File: config.mk
export PLATFORM = sky130hd
export DESIGN_NAME = axzod_top
export DESIGN_NICKNAME = d
export VERILOG_FILES = /design/src/axzod_pkg.sv /design/src/axzod_param_mem.sv /design/src/axzod_top.sv /design/src/axzod_zone_unit.sv
export VERILOG_INCLUDE_DIRS = /design/src
export SDC_FILE = /design/constraint.sdc
export NUM_CORES = 2
export LEC_CHECK = 0
export ABC_AREA = 1
export BUFFER_PORTS_ARGS = -buffer_cell sky130_fd_sc_hd__buf_4
export CAP_MARGIN = 20
export CORE_UTILIZATION = 34
export DETAILED_ROUTE_END_ITERATION = 10
export PLACE_DENSITY = 0.59
export SLEW_MARGIN = 20
export SYNTH_ARGS = -nofsm -noshare
export SYNTH_HDL_FRONTEND = slang
export SYNTH_HIERARCHICAL = 1
export SYNTH_SLANG_ARGS = --single-unit
export TNS_END_PERCENT = 1
File: constraint.sdc
create_clock -name i_core_clk -period 5 [get_ports i_core_clk]
set_input_delay 1.25 -clock i_core_clk [delete_from_list [all_inputs] [get_ports i_core_clk]]
set_output_delay 1.25 -clock i_core_clk [all_outputs]
set_load 0.01 [all_outputs]
File: src/axzod_map.svh
// register slots, field positions and timing constants of the zone detector
`ifndef AXZOD_MAP_SVH
`define AXZOD_MAP_SVH

// per-axis setting slots, printed slot index = byte address / 4
`define AXZOD_SLOT_FIRST 7'h56
`define AXZOD_SLOT_LAST 7'h61
`define AXZOD_SLOT_STATUS 7'h00
`define AXZOD_SLOTS_PER_AXIS 12
`define AXZOD_SLOTS_PER_ZONE 3
`define AXZOD_ZONES_PER_AXIS 4
`define AXZOD_OFS_MAX 0
`define AXZOD_OFS_MIN 1
`define AXZOD_OFS_PORT 2

// address fields: word slot in [8:2], axis bank above
`define AXZOD_SLOT_LSB 2
`define AXZOD_SLOT_MSB 8
`define AXZOD_AXIS_LSB 9

// field widths and reset values
`define AXZOD_DATA_W 32
`define AXZOD_PORT_W 16
`define AXZOD_CNT_W 16
`define AXZOD_WORD_RST 32'h0000_0000

// dwell time in microseconds, clock rate in MHz
`define AXZOD_DWELL_US 3000
`define AXZOD_CLK_MHZ 10

`endif

File: src/axzod_pkg.sv
// types shared by the zone detector files
package axzod_pkg;
  // one-hot scan sequencer states
  typedef enum logic [3:0]
  {
    AXZOD_RD_MAX = 4'h1,
    AXZOD_RD_MIN = 4'h2,
    AXZOD_RD_PORT = 4'h4,
    AXZOD_EVAL = 4'h8
  } axzod_scan_e;

  // position in 0.001 mm units, two's complement
  typedef logic signed [31:0] axzod_pos_t;
endpackage

File: src/axzod_param_mem.sv
// zone settings memory: one write port, two registered read ports
`timescale 1ns/1ps
`include "axzod_map.svh"
module axzod_param_mem #(
  parameter int DEPTH = 24,
  parameter int AW = 5
)(
  input wire logic i_core_clk,
  input wire logic i_srst,
  input wire logic i_ce,
  input wire logic i_we,
  input wire logic [AW-1:0] i_waddr,
  input wire logic [`AXZOD_DATA_W-1:0] i_wdata,
  input wire logic [AW-1:0] i_raddr_a,
  output logic [`AXZOD_DATA_W-1:0] o_rdata_a,
  input wire logic [AW-1:0] i_raddr_b,
  output logic [`AXZOD_DATA_W-1:0] o_rdata_b
);
  logic [`AXZOD_DATA_W-1:0] mem [DEPTH];

  generate
    if (DEPTH < 1 || DEPTH > (1 << AW))
    begin : g_bad_depth
      $error("axzod_param_mem: depth does not fit address width");
    end
  endgenerate

  // storage, cleared at reset so every zone starts unassigned
  always_ff @(posedge i_core_clk)
  begin
    if (i_srst)
    begin
      for (int i = 0; i < DEPTH; i++)
        mem[i] <= `AXZOD_WORD_RST;
    end
    else if (i_ce && i_we)
      mem[i_waddr] <= i_wdata;
  end

  // registered read ports, bus side and scan side
  always_ff @(posedge i_core_clk)
  begin
    if (i_srst)
    begin
      o_rdata_a <= `AXZOD_WORD_RST;
      o_rdata_b <= `AXZOD_WORD_RST;
    end
    else if (i_ce)
    begin
      o_rdata_a <= mem[i_raddr_a];
      o_rdata_b <= mem[i_raddr_b];
    end
  end
endmodule

File: src/axzod_top.sv
// per-axis zone output detector with apb settings access
//
// Local design decisions: the register offsets and the APB register port.
`timescale 1ns/1ps
`include "axzod_map.svh"
module axzod_top #(
  parameter int NUM_AXES = 2,
  parameter int NUM_PORTS = 16,
  parameter int PORT_BASE = 300,
  parameter int ADDR_W = 12,
  parameter int DWELL_CYCLES = `AXZOD_DWELL_US * `AXZOD_CLK_MHZ
)(
  input wire logic i_core_clk,
  input wire logic i_srst,
  input wire logic i_ce,
  input wire logic i_psel,
  input wire logic i_penable,
  input wire logic i_pwrite,
  input wire logic [ADDR_W-1:0] i_paddr,
  input wire logic [`AXZOD_DATA_W-1:0] i_pwdata,
  input wire logic [NUM_AXES*`AXZOD_DATA_W-1:0] i_axis_pos,
  output logic [`AXZOD_DATA_W-1:0] o_prdata,
  output logic o_pready,
  output logic o_pslverr,
  output logic [NUM_PORTS-1:0] o_port_out
);
  localparam int ZPA = `AXZOD_ZONES_PER_AXIS;
  localparam int NZ = NUM_AXES * ZPA;
  localparam int MEM_DEPTH = NUM_AXES * `AXZOD_SLOTS_PER_AXIS;
  localparam int MEM_AW = $clog2(MEM_DEPTH);
  localparam int ZI_W = $clog2(NZ);
  localparam int AX_W = ADDR_W - `AXZOD_AXIS_LSB;
  localparam int PW = `AXZOD_PORT_W;
  localparam logic [ZI_W-1:0] LAST_ZONE = ZI_W'(NZ - 1);

  // parameters the structure cannot serve
  generate
    if (NUM_AXES < 1 || AX_W < 1 || NUM_AXES > (1 << AX_W) || NUM_PORTS < 1
        || PORT_BASE < 1 || PORT_BASE + NUM_PORTS > (1 << PW)
        || DWELL_CYCLES < 1 || DWELL_CYCLES >= (1 << `AXZOD_CNT_W))
    begin : g_bad_param
      $error("axzod_top: unsupported parameter value");
    end
  endgenerate

  // setting word index of an axis slot offset, shared by bus and scan
  function automatic logic [MEM_AW-1:0] cfg_index(input int axis, input int ofs);
    cfg_index = MEM_AW'(axis * `AXZOD_SLOTS_PER_AXIS + ofs);
  endfunction

  // ---- bus decode ----
  logic [6:0] slot;
  logic [AX_W-1:0] axis;
  logic axis_ok;
  logic cfg_hit;
  logic stat_hit;
  logic [MEM_AW-1:0] apb_idx;
  logic apb_done;
  logic mem_we;
  logic rd_stage;

  // word slot and axis bank of the current bus address
  assign slot = i_paddr[`AXZOD_SLOT_MSB:`AXZOD_SLOT_LSB];
  assign axis = i_paddr[ADDR_W-1:`AXZOD_AXIS_LSB];
  assign axis_ok = int'(axis) < NUM_AXES;
  assign cfg_hit = axis_ok && slot >= `AXZOD_SLOT_FIRST && slot <= `AXZOD_SLOT_LAST;
  assign stat_hit = axis_ok && slot == `AXZOD_SLOT_STATUS;
  assign apb_idx = cfg_index(int'(axis), int'(slot - `AXZOD_SLOT_FIRST));

  // completing edge of a transfer; writes land exactly there
  assign apb_done = i_psel && i_penable && o_pready;
  assign mem_we = apb_done && i_pwrite && cfg_hit;

  // ---- scan sequencer ----
  axzod_pkg::axzod_scan_e scan_state;
  logic [ZI_W-1:0] scan_idx;
  logic [MEM_AW-1:0] scan_addr;
  logic [`AXZOD_DATA_W-1:0] cap_max;
  logic [`AXZOD_DATA_W-1:0] cap_min;
  logic [`AXZOD_DATA_W-1:0] rd_a;
  logic [`AXZOD_DATA_W-1:0] rd_b;
  axzod_pkg::axzod_pos_t scan_pos;
  logic scan_inside;
  logic zone_load;

  // zone settings, read by the bus on port a and the scan on port b
  axzod_param_mem #(
    .DEPTH(MEM_DEPTH),
    .AW(MEM_AW)
  ) u_mem (
    .i_core_clk(i_core_clk),
    .i_srst(i_srst),
    .i_ce(i_ce),
    .i_we(mem_we),
    .i_waddr(apb_idx),
    .i_wdata(i_pwdata),
    .i_raddr_a(apb_idx),
    .o_rdata_a(rd_a),
    .i_raddr_b(scan_addr),
    .o_rdata_b(rd_b)
  );

  // scan address: zone n of an axis owns three consecutive slots
  always_comb
  begin
    int zofs;
    zofs = int'(scan_idx[1:0]) * `AXZOD_SLOTS_PER_ZONE;
    unique case (scan_state)
      axzod_pkg::AXZOD_RD_MAX:
        scan_addr = cfg_index(int'(scan_idx) / ZPA, zofs + `AXZOD_OFS_MAX);
      axzod_pkg::AXZOD_RD_MIN:
        scan_addr = cfg_index(int'(scan_idx) / ZPA, zofs + `AXZOD_OFS_MIN);
      axzod_pkg::AXZOD_RD_PORT, axzod_pkg::AXZOD_EVAL:
        scan_addr = cfg_index(int'(scan_idx) / ZPA, zofs + `AXZOD_OFS_PORT);
      default:
        scan_addr = '0;
    endcase
  end

  // walk every zone of every axis: max, min, port, then evaluate
  always_ff @(posedge i_core_clk)
  begin
    if (i_srst)
    begin
      scan_state <= axzod_pkg::AXZOD_RD_MAX;
      scan_idx <= '0;
    end
    else if (i_ce)
    begin
      unique case (scan_state)
        axzod_pkg::AXZOD_RD_MAX:
          scan_state <= axzod_pkg::AXZOD_RD_MIN;
        axzod_pkg::AXZOD_RD_MIN:
          scan_state <= axzod_pkg::AXZOD_RD_PORT;
        axzod_pkg::AXZOD_RD_PORT:
          scan_state <= axzod_pkg::AXZOD_EVAL;
        axzod_pkg::AXZOD_EVAL:
        begin
          scan_state <= axzod_pkg::AXZOD_RD_MAX;
          scan_idx <= (scan_idx == LAST_ZONE) ? '0 : scan_idx + 1'b1;
        end
        default:
          scan_state <= axzod_pkg::AXZOD_RD_MAX;
      endcase
    end
  end

  // capture the bounds as they come out of the memory
  always_ff @(posedge i_core_clk)
  begin
    if (i_srst)
    begin
      cap_max <= `AXZOD_WORD_RST;
      cap_min <= `AXZOD_WORD_RST;
    end
    else if (i_ce)
    begin
      if (scan_state == axzod_pkg::AXZOD_RD_MIN)
        cap_max <= rd_b;
      if (scan_state == axzod_pkg::AXZOD_RD_PORT)
        cap_min <= rd_b;
    end
  end

  // inclusive window test, position and bounds both in 0.001 mm
  assign scan_pos = i_axis_pos[(int'(scan_idx) / ZPA) * `AXZOD_DATA_W +: `AXZOD_DATA_W];
  assign scan_inside = (scan_pos <= $signed(cap_max)) && (scan_pos >= $signed(cap_min));
  assign zone_load = scan_state == axzod_pkg::AXZOD_EVAL;

  // ---- zones ----
  logic [NZ-1:0] zone_act;
  logic [NZ-1:0] zone_in;
  logic [PW-1:0] zone_port [NZ];

  // one dwell timer per zone, four per axis
  generate
    for (genvar z = 0; z < NZ; z++)
    begin : g_zone
      axzod_zone_unit #(
        .CNT_W(`AXZOD_CNT_W),
        .DWELL(DWELL_CYCLES)
      ) u_zone (
        .i_core_clk(i_core_clk),
        .i_srst(i_srst),
        .i_ce(i_ce),
        .i_load(zone_load && scan_idx == ZI_W'(z)),
        .i_inside(scan_inside),
        .i_port(rd_b[PW-1:0]),
        .o_port(zone_port[z]),
        .o_inside(zone_in[z]),
        .o_active(zone_act[z])
      );
    end
  endgenerate

  // ---- output ports ----
  logic [NUM_PORTS-1:0] next_port_out;

  // a port is on while any dwelled zone names it; unique numbers assumed
  generate
    for (genvar b = 0; b < NUM_PORTS; b++)
    begin : g_port
      always_comb
      begin
        next_port_out[b] = 1'b0;
        for (int z = 0; z < NZ; z++)
          if (zone_act[z] && zone_port[z] == PW'(PORT_BASE + b))
            next_port_out[b] = 1'b1;
      end
    end
  endgenerate

  // registered port drive, off again as soon as no zone holds it
  always_ff @(posedge i_core_clk)
  begin
    if (i_srst)
      o_port_out <= '0;
    else if (i_ce)
      o_port_out <= next_port_out;
  end

  // ---- bus answer ----
  logic [`AXZOD_DATA_W-1:0] status_word;

  // per-axis status: dwelled zones in [3:0], inside flags in [7:4]
  always_comb
  begin
    status_word = '0;
    if (axis_ok)
    begin
      status_word[ZPA-1:0] = zone_act[int'(axis) * ZPA +: ZPA];
      status_word[2*ZPA-1:ZPA] = zone_in[int'(axis) * ZPA +: ZPA];
    end
  end

  // two wait cycles: address to memory, then registered answer
  always_ff @(posedge i_core_clk)
  begin
    if (i_srst)
    begin
      rd_stage <= 1'b0;
      o_pready <= 1'b0;
      o_pslverr <= 1'b0;
      o_prdata <= '0;
    end
    else if (i_ce)
    begin
      if (apb_done)
      begin
        o_pready <= 1'b0;
        o_pslverr <= 1'b0;
      end
      else if (i_psel && i_penable && !rd_stage)
        rd_stage <= 1'b1;
      else if (rd_stage)
      begin
        rd_stage <= 1'b0;
        o_pready <= 1'b1;
        o_pslverr <= !(cfg_hit || stat_hit);
        if (!i_pwrite && cfg_hit)
          o_prdata <= rd_a;
        else if (!i_pwrite && stat_hit)
          o_prdata <= status_word;
        else
          o_prdata <= '0;
      end
    end
  end
endmodule

File: src/axzod_zone_unit.sv
// one zone: sampled inside flag, dwell timer and output request
`timescale 1ns/1ps
`include "axzod_map.svh"
module axzod_zone_unit #(
  parameter int CNT_W = `AXZOD_CNT_W,
  parameter int DWELL = 30000
)(
  input wire logic i_core_clk,
  input wire logic i_srst,
  input wire logic i_ce,
  input wire logic i_load,
  input wire logic i_inside,
  input wire logic [`AXZOD_PORT_W-1:0] i_port,
  output logic [`AXZOD_PORT_W-1:0] o_port,
  output logic o_inside,
  output logic o_active
);
  localparam logic [CNT_W-1:0] DWELL_C = CNT_W'(DWELL);
  localparam logic [CNT_W-1:0] DWELL_M1 = CNT_W'(DWELL - 1);

  logic [CNT_W-1:0] cnt;
  logic leave;

  assign leave = i_load && !i_inside;

  // sampled membership and assigned port, refreshed once per scan
  always_ff @(posedge i_core_clk)
  begin
    if (i_srst)
    begin
      o_inside <= 1'b0;
      o_port <= '0;
    end
    else if (i_ce && i_load)
    begin
      o_inside <= i_inside;
      o_port <= i_port;
    end
  end

  // dwell timer, restarted whenever the axis is found outside
  always_ff @(posedge i_core_clk)
  begin
    if (i_srst)
      cnt <= '0;
    else if (i_ce)
    begin
      if (leave || !o_inside)
        cnt <= '0;
      else if (cnt != DWELL_C)
        cnt <= cnt + 1'b1;
    end
  end

  // output only after an unbroken dwell, dropped at once on leaving
  always_ff @(posedge i_core_clk)
  begin
    if (i_srst)
      o_active <= 1'b0;
    else if (i_ce)
    begin
      if (leave)
        o_active <= 1'b0;
      else
        o_active <= o_inside && (cnt >= DWELL_M1);
    end
  end
endmodule
# --- After elaboration in Yosys (flattened, before gate mapping) ---
# Memories as Yosys holds them, arrays and structs flattened. A register that Yosys moved wholly into a read port is not among the register bits.
# Index checks and enable logic that the tools add are counted.
op_classes:
  add_sub_neg: 16
  mul: 3
  order_cmp: 13
  eq_ne: 148
  n_shift: 3
  n_mux: 173
  n_bitwise: 2
  n_reduce_logical: 220
ops:
  columns: ["cell", "count"]
  rows:
  - ["== test 16 x 9 -> 1 bit, second input constant", 128]
  - ["2-to-1 mux 16 bit", 16]
  - ["logical AND 1 bit", 172]
  - ["2-to-1 mux 1 bit", 149]
  - ["adder 16 x 1 -> 16 bit, second input constant", 8]
  - ["greater-or-equal comparator 16 x 15 -> 1 bit, second input constant", 8]
  - ["inequality test 16 x 15 -> 1 bit, second input constant", 8]
  - ["2-to-1 mux 32 bit", 2]
  - ["indexed part select 64 x 7 -> 32 bit", 1]
  - ["greater-or-equal comparator 32 bit", 1]
  - ["<= comparator 32 bit", 1]
  - ["OR reduction 32 bit", 1]
  - ["AND reduction 2 bit", 12]
  - ["adder 5 bit", 4]
  - ["nonzero test 2 bit", 9]
  - ["2-to-1 mux 8 bit", 2]
  - ["indexed part select 8 x 6 -> 4 bit", 2]
  - ["one-hot mux 5 bit (3 select lines)", 1]
  - ["== test 3 bit, second input constant", 4]
  - ["logical NOT 1 bit", 12]
  - ["one-hot mux 4 bit (3 select lines)", 1]
  - ["logical OR 1 bit", 9]
  - ["greater-or-equal comparator 7 bit, second input constant", 1]
  - ["<= comparator 7 bit, second input constant", 1]
  - ["23 further kinds", 25]
totals:
  ff_bits: 394
  ramBits: 768
  output_inout_bits: 50
  memories: 1
mem_list:
  columns: ["memory", "words", "width", "rd", "rd_ports_with_merged_regs", "wr", "line", "source"]
  rows:
  - ["u_mem.mem", 24, 32, 2, 2, 24, "axzod_param_mem.sv:19", "logic [`AXZOD_DATA_W-1:0] mem [DEPTH];"]

# --- Logic depth before layout (Yosys ltp) ---
depth:
  ltp_word: 10
  ltp_mapped: 30
  mapped_depth_nobuf: 27

# --- By module ---
# Netlist, hierarchy kept.
modules_own_cells:
  columns: ["module", "n_inst", "cells_each", "area_each_um2", "seq_area_each_um2"]
  rows:
  - ["axzod_param_mem", 1, 6989, 56673.1, 32030.7]
  - ["axzod_zone_unit", 8, 260, 1736.7, 680.7]
  - ["axzod_top", 1, 1449, 9334.0, 2442.3]

# --- Least setup slack after synthesis ---
# OpenSTA, ideal clock, no wires.
synth_path:
  path_type: "input-to-reg"
  startpoint: "in i_paddr[9]"
  endpoint: "mem u_mem/mem[31][0] in the netlist's numbering, enable pin"
  setup_time_ns: 0.421
  arrival_ns: 4.528
  required_ns: 4.579
  setup_slack_ns: 0.051
  path_stages: 10
  cell_sequence: "ha_1 -> inv_1 -> ha_1 -> inv_1 -> fa_1 -> xnor2_1 -> xnor2_1 -> xor2_1 -> nand3_1 -> nor2_1"
synth_rtl:
  columns: ["element", "line", "source"]
  rows:
  - ["start, declared", "axzod_top.sv:19", "input wire logic [ADDR_W-1:0] i_paddr,"]
  - ["end, declared", "axzod_param_mem.sv:19", null]

# --- Worst setup path after layout ---
layout_path:
  startpoint: "reg scan_idx[2]"
  endpoint: "reg g_zone[3].u_zone.cnt[9]"
layout_via:
  elab_chain_cells: 8
layout_lines:
  columns: ["element", "line", "source"]
  rows:
  - ["start, declared", "axzod_top.sv:76", "logic [ZI_W-1:0] scan_idx;"]
  - ["start signal, assigned", "axzod_top.sv:140", "scan_idx <= (scan_idx == LAST_ZONE) ? '0 : scan_idx + 1'b1;"]
  - ["indexed part select 64 x 7 -> 32 bit (*)", "axzod_top.sv:166", "assign scan_pos = i_axis_pos[(int'(scan_idx) / ZPA) * `AXZOD_DATA_W +: `AXZOD_DATA_W];"]
  - ["<= comparator 32 bit / greater-or-equal comparator 32 bit (equally long branches)", "axzod_top.sv:167", "assign scan_inside = (scan_pos <= $signed(cap_max)) && (scan_pos >= $signed(cap_min));"]
  - ["logical AND 1 bit (*)", "axzod_top.sv:167", null]
  - ["via scan_inside", "axzod_top.sv:83", "logic scan_inside;"]
  - ["logical NOT 1 bit (*)", "axzod_zone_unit.sv:24", "assign leave = i_load && !i_inside;"]
  - ["logical AND 1 bit (*)", "axzod_zone_unit.sv:24", null]
  - ["logical OR 1 bit (*)", "axzod_zone_unit.sv:48", "if (leave || !o_inside)"]
  - ["nonzero test 2 bit (no source line)", null, null]
  - ["AND reduction 2 bit (no source line)", null, null]
  - ["end signal, assigned", "axzod_zone_unit.sv:51", "cnt <= cnt + 1'b1;"]
  - ["end, declared", "axzod_zone_unit.sv:21", "logic [CNT_W-1:0] cnt;"]
# Mark *: on every way through the listed nets, which the timed path passes. The rest lies on a longest branch.
# A chain may end at the register's enable or synchronous reset.

==> insert_results.sql <==
INSERT INTO impl_metrics (metric_group, metric, value, unit) VALUES
('logic_synthesis', 'synth.area.top_cells', 'sky130_fd_sc_hd__edfxtp_1, sky130_fd_sc_hd__nand2_1, sky130_fd_sc_hd__nand3_1, sky130_fd_sc_hd__dfxtp_1, sky130_fd_sc_hd__nor2_1', ''),
('global_routing', 'grt.total_usage', '0.243', ''),
('power', 'vdd_ir_drop_max', '0.000250', 'V'),
('timing', 'number_of_hold_violations_in_the_final_report', '0', ''),
('timing', 'worstMarginPinSlew', '1.13', 'ns'),
('critical_path', 'critical_path.most_common_cell', 'sky130_fd_sc_hd__nand2_1', ''),
('timing', 'slew_headroom', '0.245', ''),
('floorplanning', 'boundaryPins', '164', ''),
('clock_network', 'clockRootBuffer', 'sky130_fd_sc_hd__clkbuf_16', ''),
('timing', 'hold_slack', '0.460', 'ns'),
('global_routing', 'grt_pass1_wl', '437000', 'um'),
('global_routing', 'groute.layer.met1.usage', '0.316', ''),
('logic_synthesis', 'synth-simple-area-share', '0.376', ''),
('cells_and_area', 'areaGrowthSynthToFinish', '13.4', '%'),
('global_routing', 'grt_max_degree', '151', ''),
('drt', 'wl_per_cell', '21.8', 'um'),
('power', 'power.density_cell_area', '327', 'mW/mm2'),
('timing', 'maxClockFrequency', '0.231', 'GHz'),
('global_routing', 'globalRoute.busiestLayer', 'met2', ''),
('logic_synthesis', 'ys_seq_area_frac', '0.500', ''),
('drt', 'routed_wirelength', '297000', 'um'),
('logic_synthesis', 'synthFlopType', 'sky130_fd_sc_hd__edfxtp_1', ''),
('logic_synthesis', 'netlist_area', '0.0799', 'mm2'),
('critical_path', 'crit_arrival', '5.07', 'ns'),
('drt', 'detail_route.vias_per_cell', '5.49', ''),
('cells_and_area', 'multi_input_area', '0.0355', 'mm2'),
('logic_synthesis', 'synth_enable_flop_cells', '1024', ''),
('critical_path', 'worst-setup-path-type', 'register to register', ''),
('logic_synthesis', 'postSynthAreaPerCell', '7.60', 'um2'),
('cells_and_area', 'sequential_cell_area_in_the_final_layout', '0.0399', 'mm2'),
('clock_network', 'clock_sink_count', '1482', ''),
('timing', 'final-max-slew-violation-count', '0', ''),
('clock_network', 'max-clock-path-buffers', '3', ''),
('logic_synthesis', 'synth_compound_area_frac', '0.0445', ''),
('global_routing', 'global_route.usage.met3', '0.0523', ''),
('critical_path', 'cp_max_fo', '30', ''),
('place', 'placedCellCount', '13300', ''),
('cells_and_area', 'final.fill_count', '23300', ''),
('min_path', 'timing.hold.worst.class', 'register to register', ''),
('floorplanning', 'initial_utilization', '0.343', ''),
('logic_synthesis', 'synth-seq-cells', '1482', ''),
('logic_synthesis', 'yosys.cell_types.count', '53', ''),
('timing', 'post-route-min-period', '4.33', 'ns'),
('timing', 'finalSetupTns', '0', 'ns'),
('timing', 'layout_worst_path_cycle_share', '0.867', ''),
('clock_network', 'cts_post_setup_buffers_inserted', '0', ''),
('timing', 'setup_violations', '0', ''),
('drt', 'number_of_drc_violations_after_detailed_routing', '0', ''),
('critical_path', 'worstSetupStartpointType', 'register', ''),
('logic_synthesis', 'synthMostInstantiatedCell', 'sky130_fd_sc_hd__nand2_1', ''),
('critical_path', 'end_kind', 'register', ''),
('critical_path', 'critical-path-slowest-cell', 'sky130_fd_sc_hd__ha_1', ''),
('logic_synthesis', 'synthArstFlopShare', '0', ''),
('clock_network', 'cts-resized-gates', '0', ''),
('logic_synthesis', 'xor_xnor_share_of_the_synthesized_area', '0.00417', ''),
('global_routing', 'first_global_vias', '69800', ''),
('floorplanning', 'die_span_y', '487', 'um'),
('floorplanning', 'coreArea', '0.233', 'mm2'),
('clock_network', 'hold_buffers', '0', ''),
('global_routing', 'antenna_found_initial', '11', ''),
('place', 'port-buffer-count', '161', ''),
('clock_network', 'clock_tree.htree_level_count', '4', ''),
('outcome', 'outcome', 'finished, final reports clean', ''),
('cells_and_area', 'stdcell_count', '13600', ''),
('floorplanning', 'floorplan.rows', '177', ''),
('logic_synthesis', 'arithmetic_cell_share_of_the_synthesized_area_counting_full_adders_half_adders_and_majority_gates', '0.0159', ''),
('cells_and_area', 'drive_above_1_share', '0.0791', ''),
('floorplanning', 'die-width', '487', 'um'),
('clock_network', 'clkLatencyLatePin', '0.84', 'ns'),
('logic_synthesis', 'syn_inst', '10500', ''),
('critical_path', 'crit_path_cell_trace', 'clkinv_1 > buf_4 > nand2_1 > nand2_1 > ha_1 > nand2_1 > nor2_1 > nand2_1 > nor4_1 > nand2_1 > nand2_1 > nand2_1 > nand3_1 > nand2_1 > inv_1 > buf_4 > inv_1 > nand2_1 > nand2_1 > inv_1 > nand3_4 > nand2_2 > nand2_1 > a21oi_1', '');
worst max-delay path, delay by kind of cell (launching register included):
kind / cells / cell delay, ns
DFF: 1 / 0.33
AOI/OAI and AO/OA: 1 / 0.15
and+or+nand+nor: 16 / 2.03
adders and majority gates: 1 / 0.36
buffers and inverters: 6 / 1.32
cell families (layout without fill, tap and decap cells):
logic type	Yosys count	count (layout)
flops	1482	1482
other cells	0	1
simple gates	7064	7064
compound gates	677	677
mux	5	5
xor+xnor	38	38
fa+ha+maj	100	100
buf+inv	1152	1138
power breakdown:
part / internal (mW) / switching (mW)
clock network: 7.18 / 5.18
logic: 0.939 / 2.72
registers: 13.4 / 0.248
total: 21.5 / 8.14
per-stage QoR:
| stage | worst slack, ns | power [mW] | utilization | area [um2] |
|---|---|---|---|---|
| after floorplan | 0.0510 | 15.6 | - | 79900 |
| after detailed placement | 0.0154 | 17.4 | 0.365 | 85100 |
| final | 0.667 | 29.6 | 0.388 | 90600 |
| after global routing | 0.229 | 30.5 | 0.388 | 90600 |
| after global placement | 0.0375 | 17.3 | 0.365 | 85100 |
| after CTS | 0.741 | 29.7 | 0.388 | 90500 |
placed cells by master, fill, tap and decap left out, types with 96 or more instances in the layout:
master                      netlist  layout
sky130_fd_sc_hd__nand2_1       3385    3358
sky130_fd_sc_hd__nand3_1       1901    1901
sky130_fd_sc_hd__nor2_1        1471    1462
sky130_fd_sc_hd__edfxtp_1      1024    1024
sky130_fd_sc_hd__dfxtp_1        458     458
sky130_fd_sc_hd__inv_1          399     393
sky130_fd_sc_hd__buf_4            4     303
sky130_fd_sc_hd__o21ai_0        300     300
sky130_fd_sc_hd__a21oi_1        265     265
sky130_fd_sc_hd__clkbuf_16        0     171
sky130_fd_sc_hd__ha_1            97      96
state kept, by name (all words and copies together), names as in the netlist:
register / cells
cap_max: 32
cap_min: 32
g_zone.u_zone/cnt: 128
g_zone.u_zone/o_active: 8
g_zone.u_zone/o_inside: 8
g_zone.u_zone/o_port: 128
o_port_out: 16
o_prdata: 32
o_pready: 1
o_pslverr: 1
rd_stage: 1
scan_idx: 3
scan_state: 4
u_mem/mem: 1024
u_mem/o_rdata_a: 32
u_mem/o_rdata_b: 32
area by class of cell:
type,instances,area share
diodes,1,0.0000276
clock buffers,228,0.0508
clock inverters,74,0.00956
inverters,442,0.0189
multi-input cells,7884,0.392
flip-flops and latches,1482,0.441
well taps,3132,0.0433
repair buffers,394,0.0452
path summary, 6_finish.rpt:
check                                          to  slack, ns  depth (start not counted)
max          g_zone[3].u_zone/cnt[9]$_SDFFE_PP0P_       0.67                         24
min                       cap_min[9]$_SDFFE_PP0P_       0.46                          2
max reg2reg  g_zone[3].u_zone/cnt[9]$_SDFFE_PP0P_       0.67                         24
min reg2reg               cap_min[9]$_SDFFE_PP0P_       0.46                          2
per-layer routing:
layer | routed length, um | part of all wire
met1 | 118000 | 0.40
met2 | 134000 | 0.45
met3 | 32400 | 0.11
met4 | 12100 | 0.041
met5 | 81 | 0.00027
No activity file was read; power rests on OpenSTA's default activity.
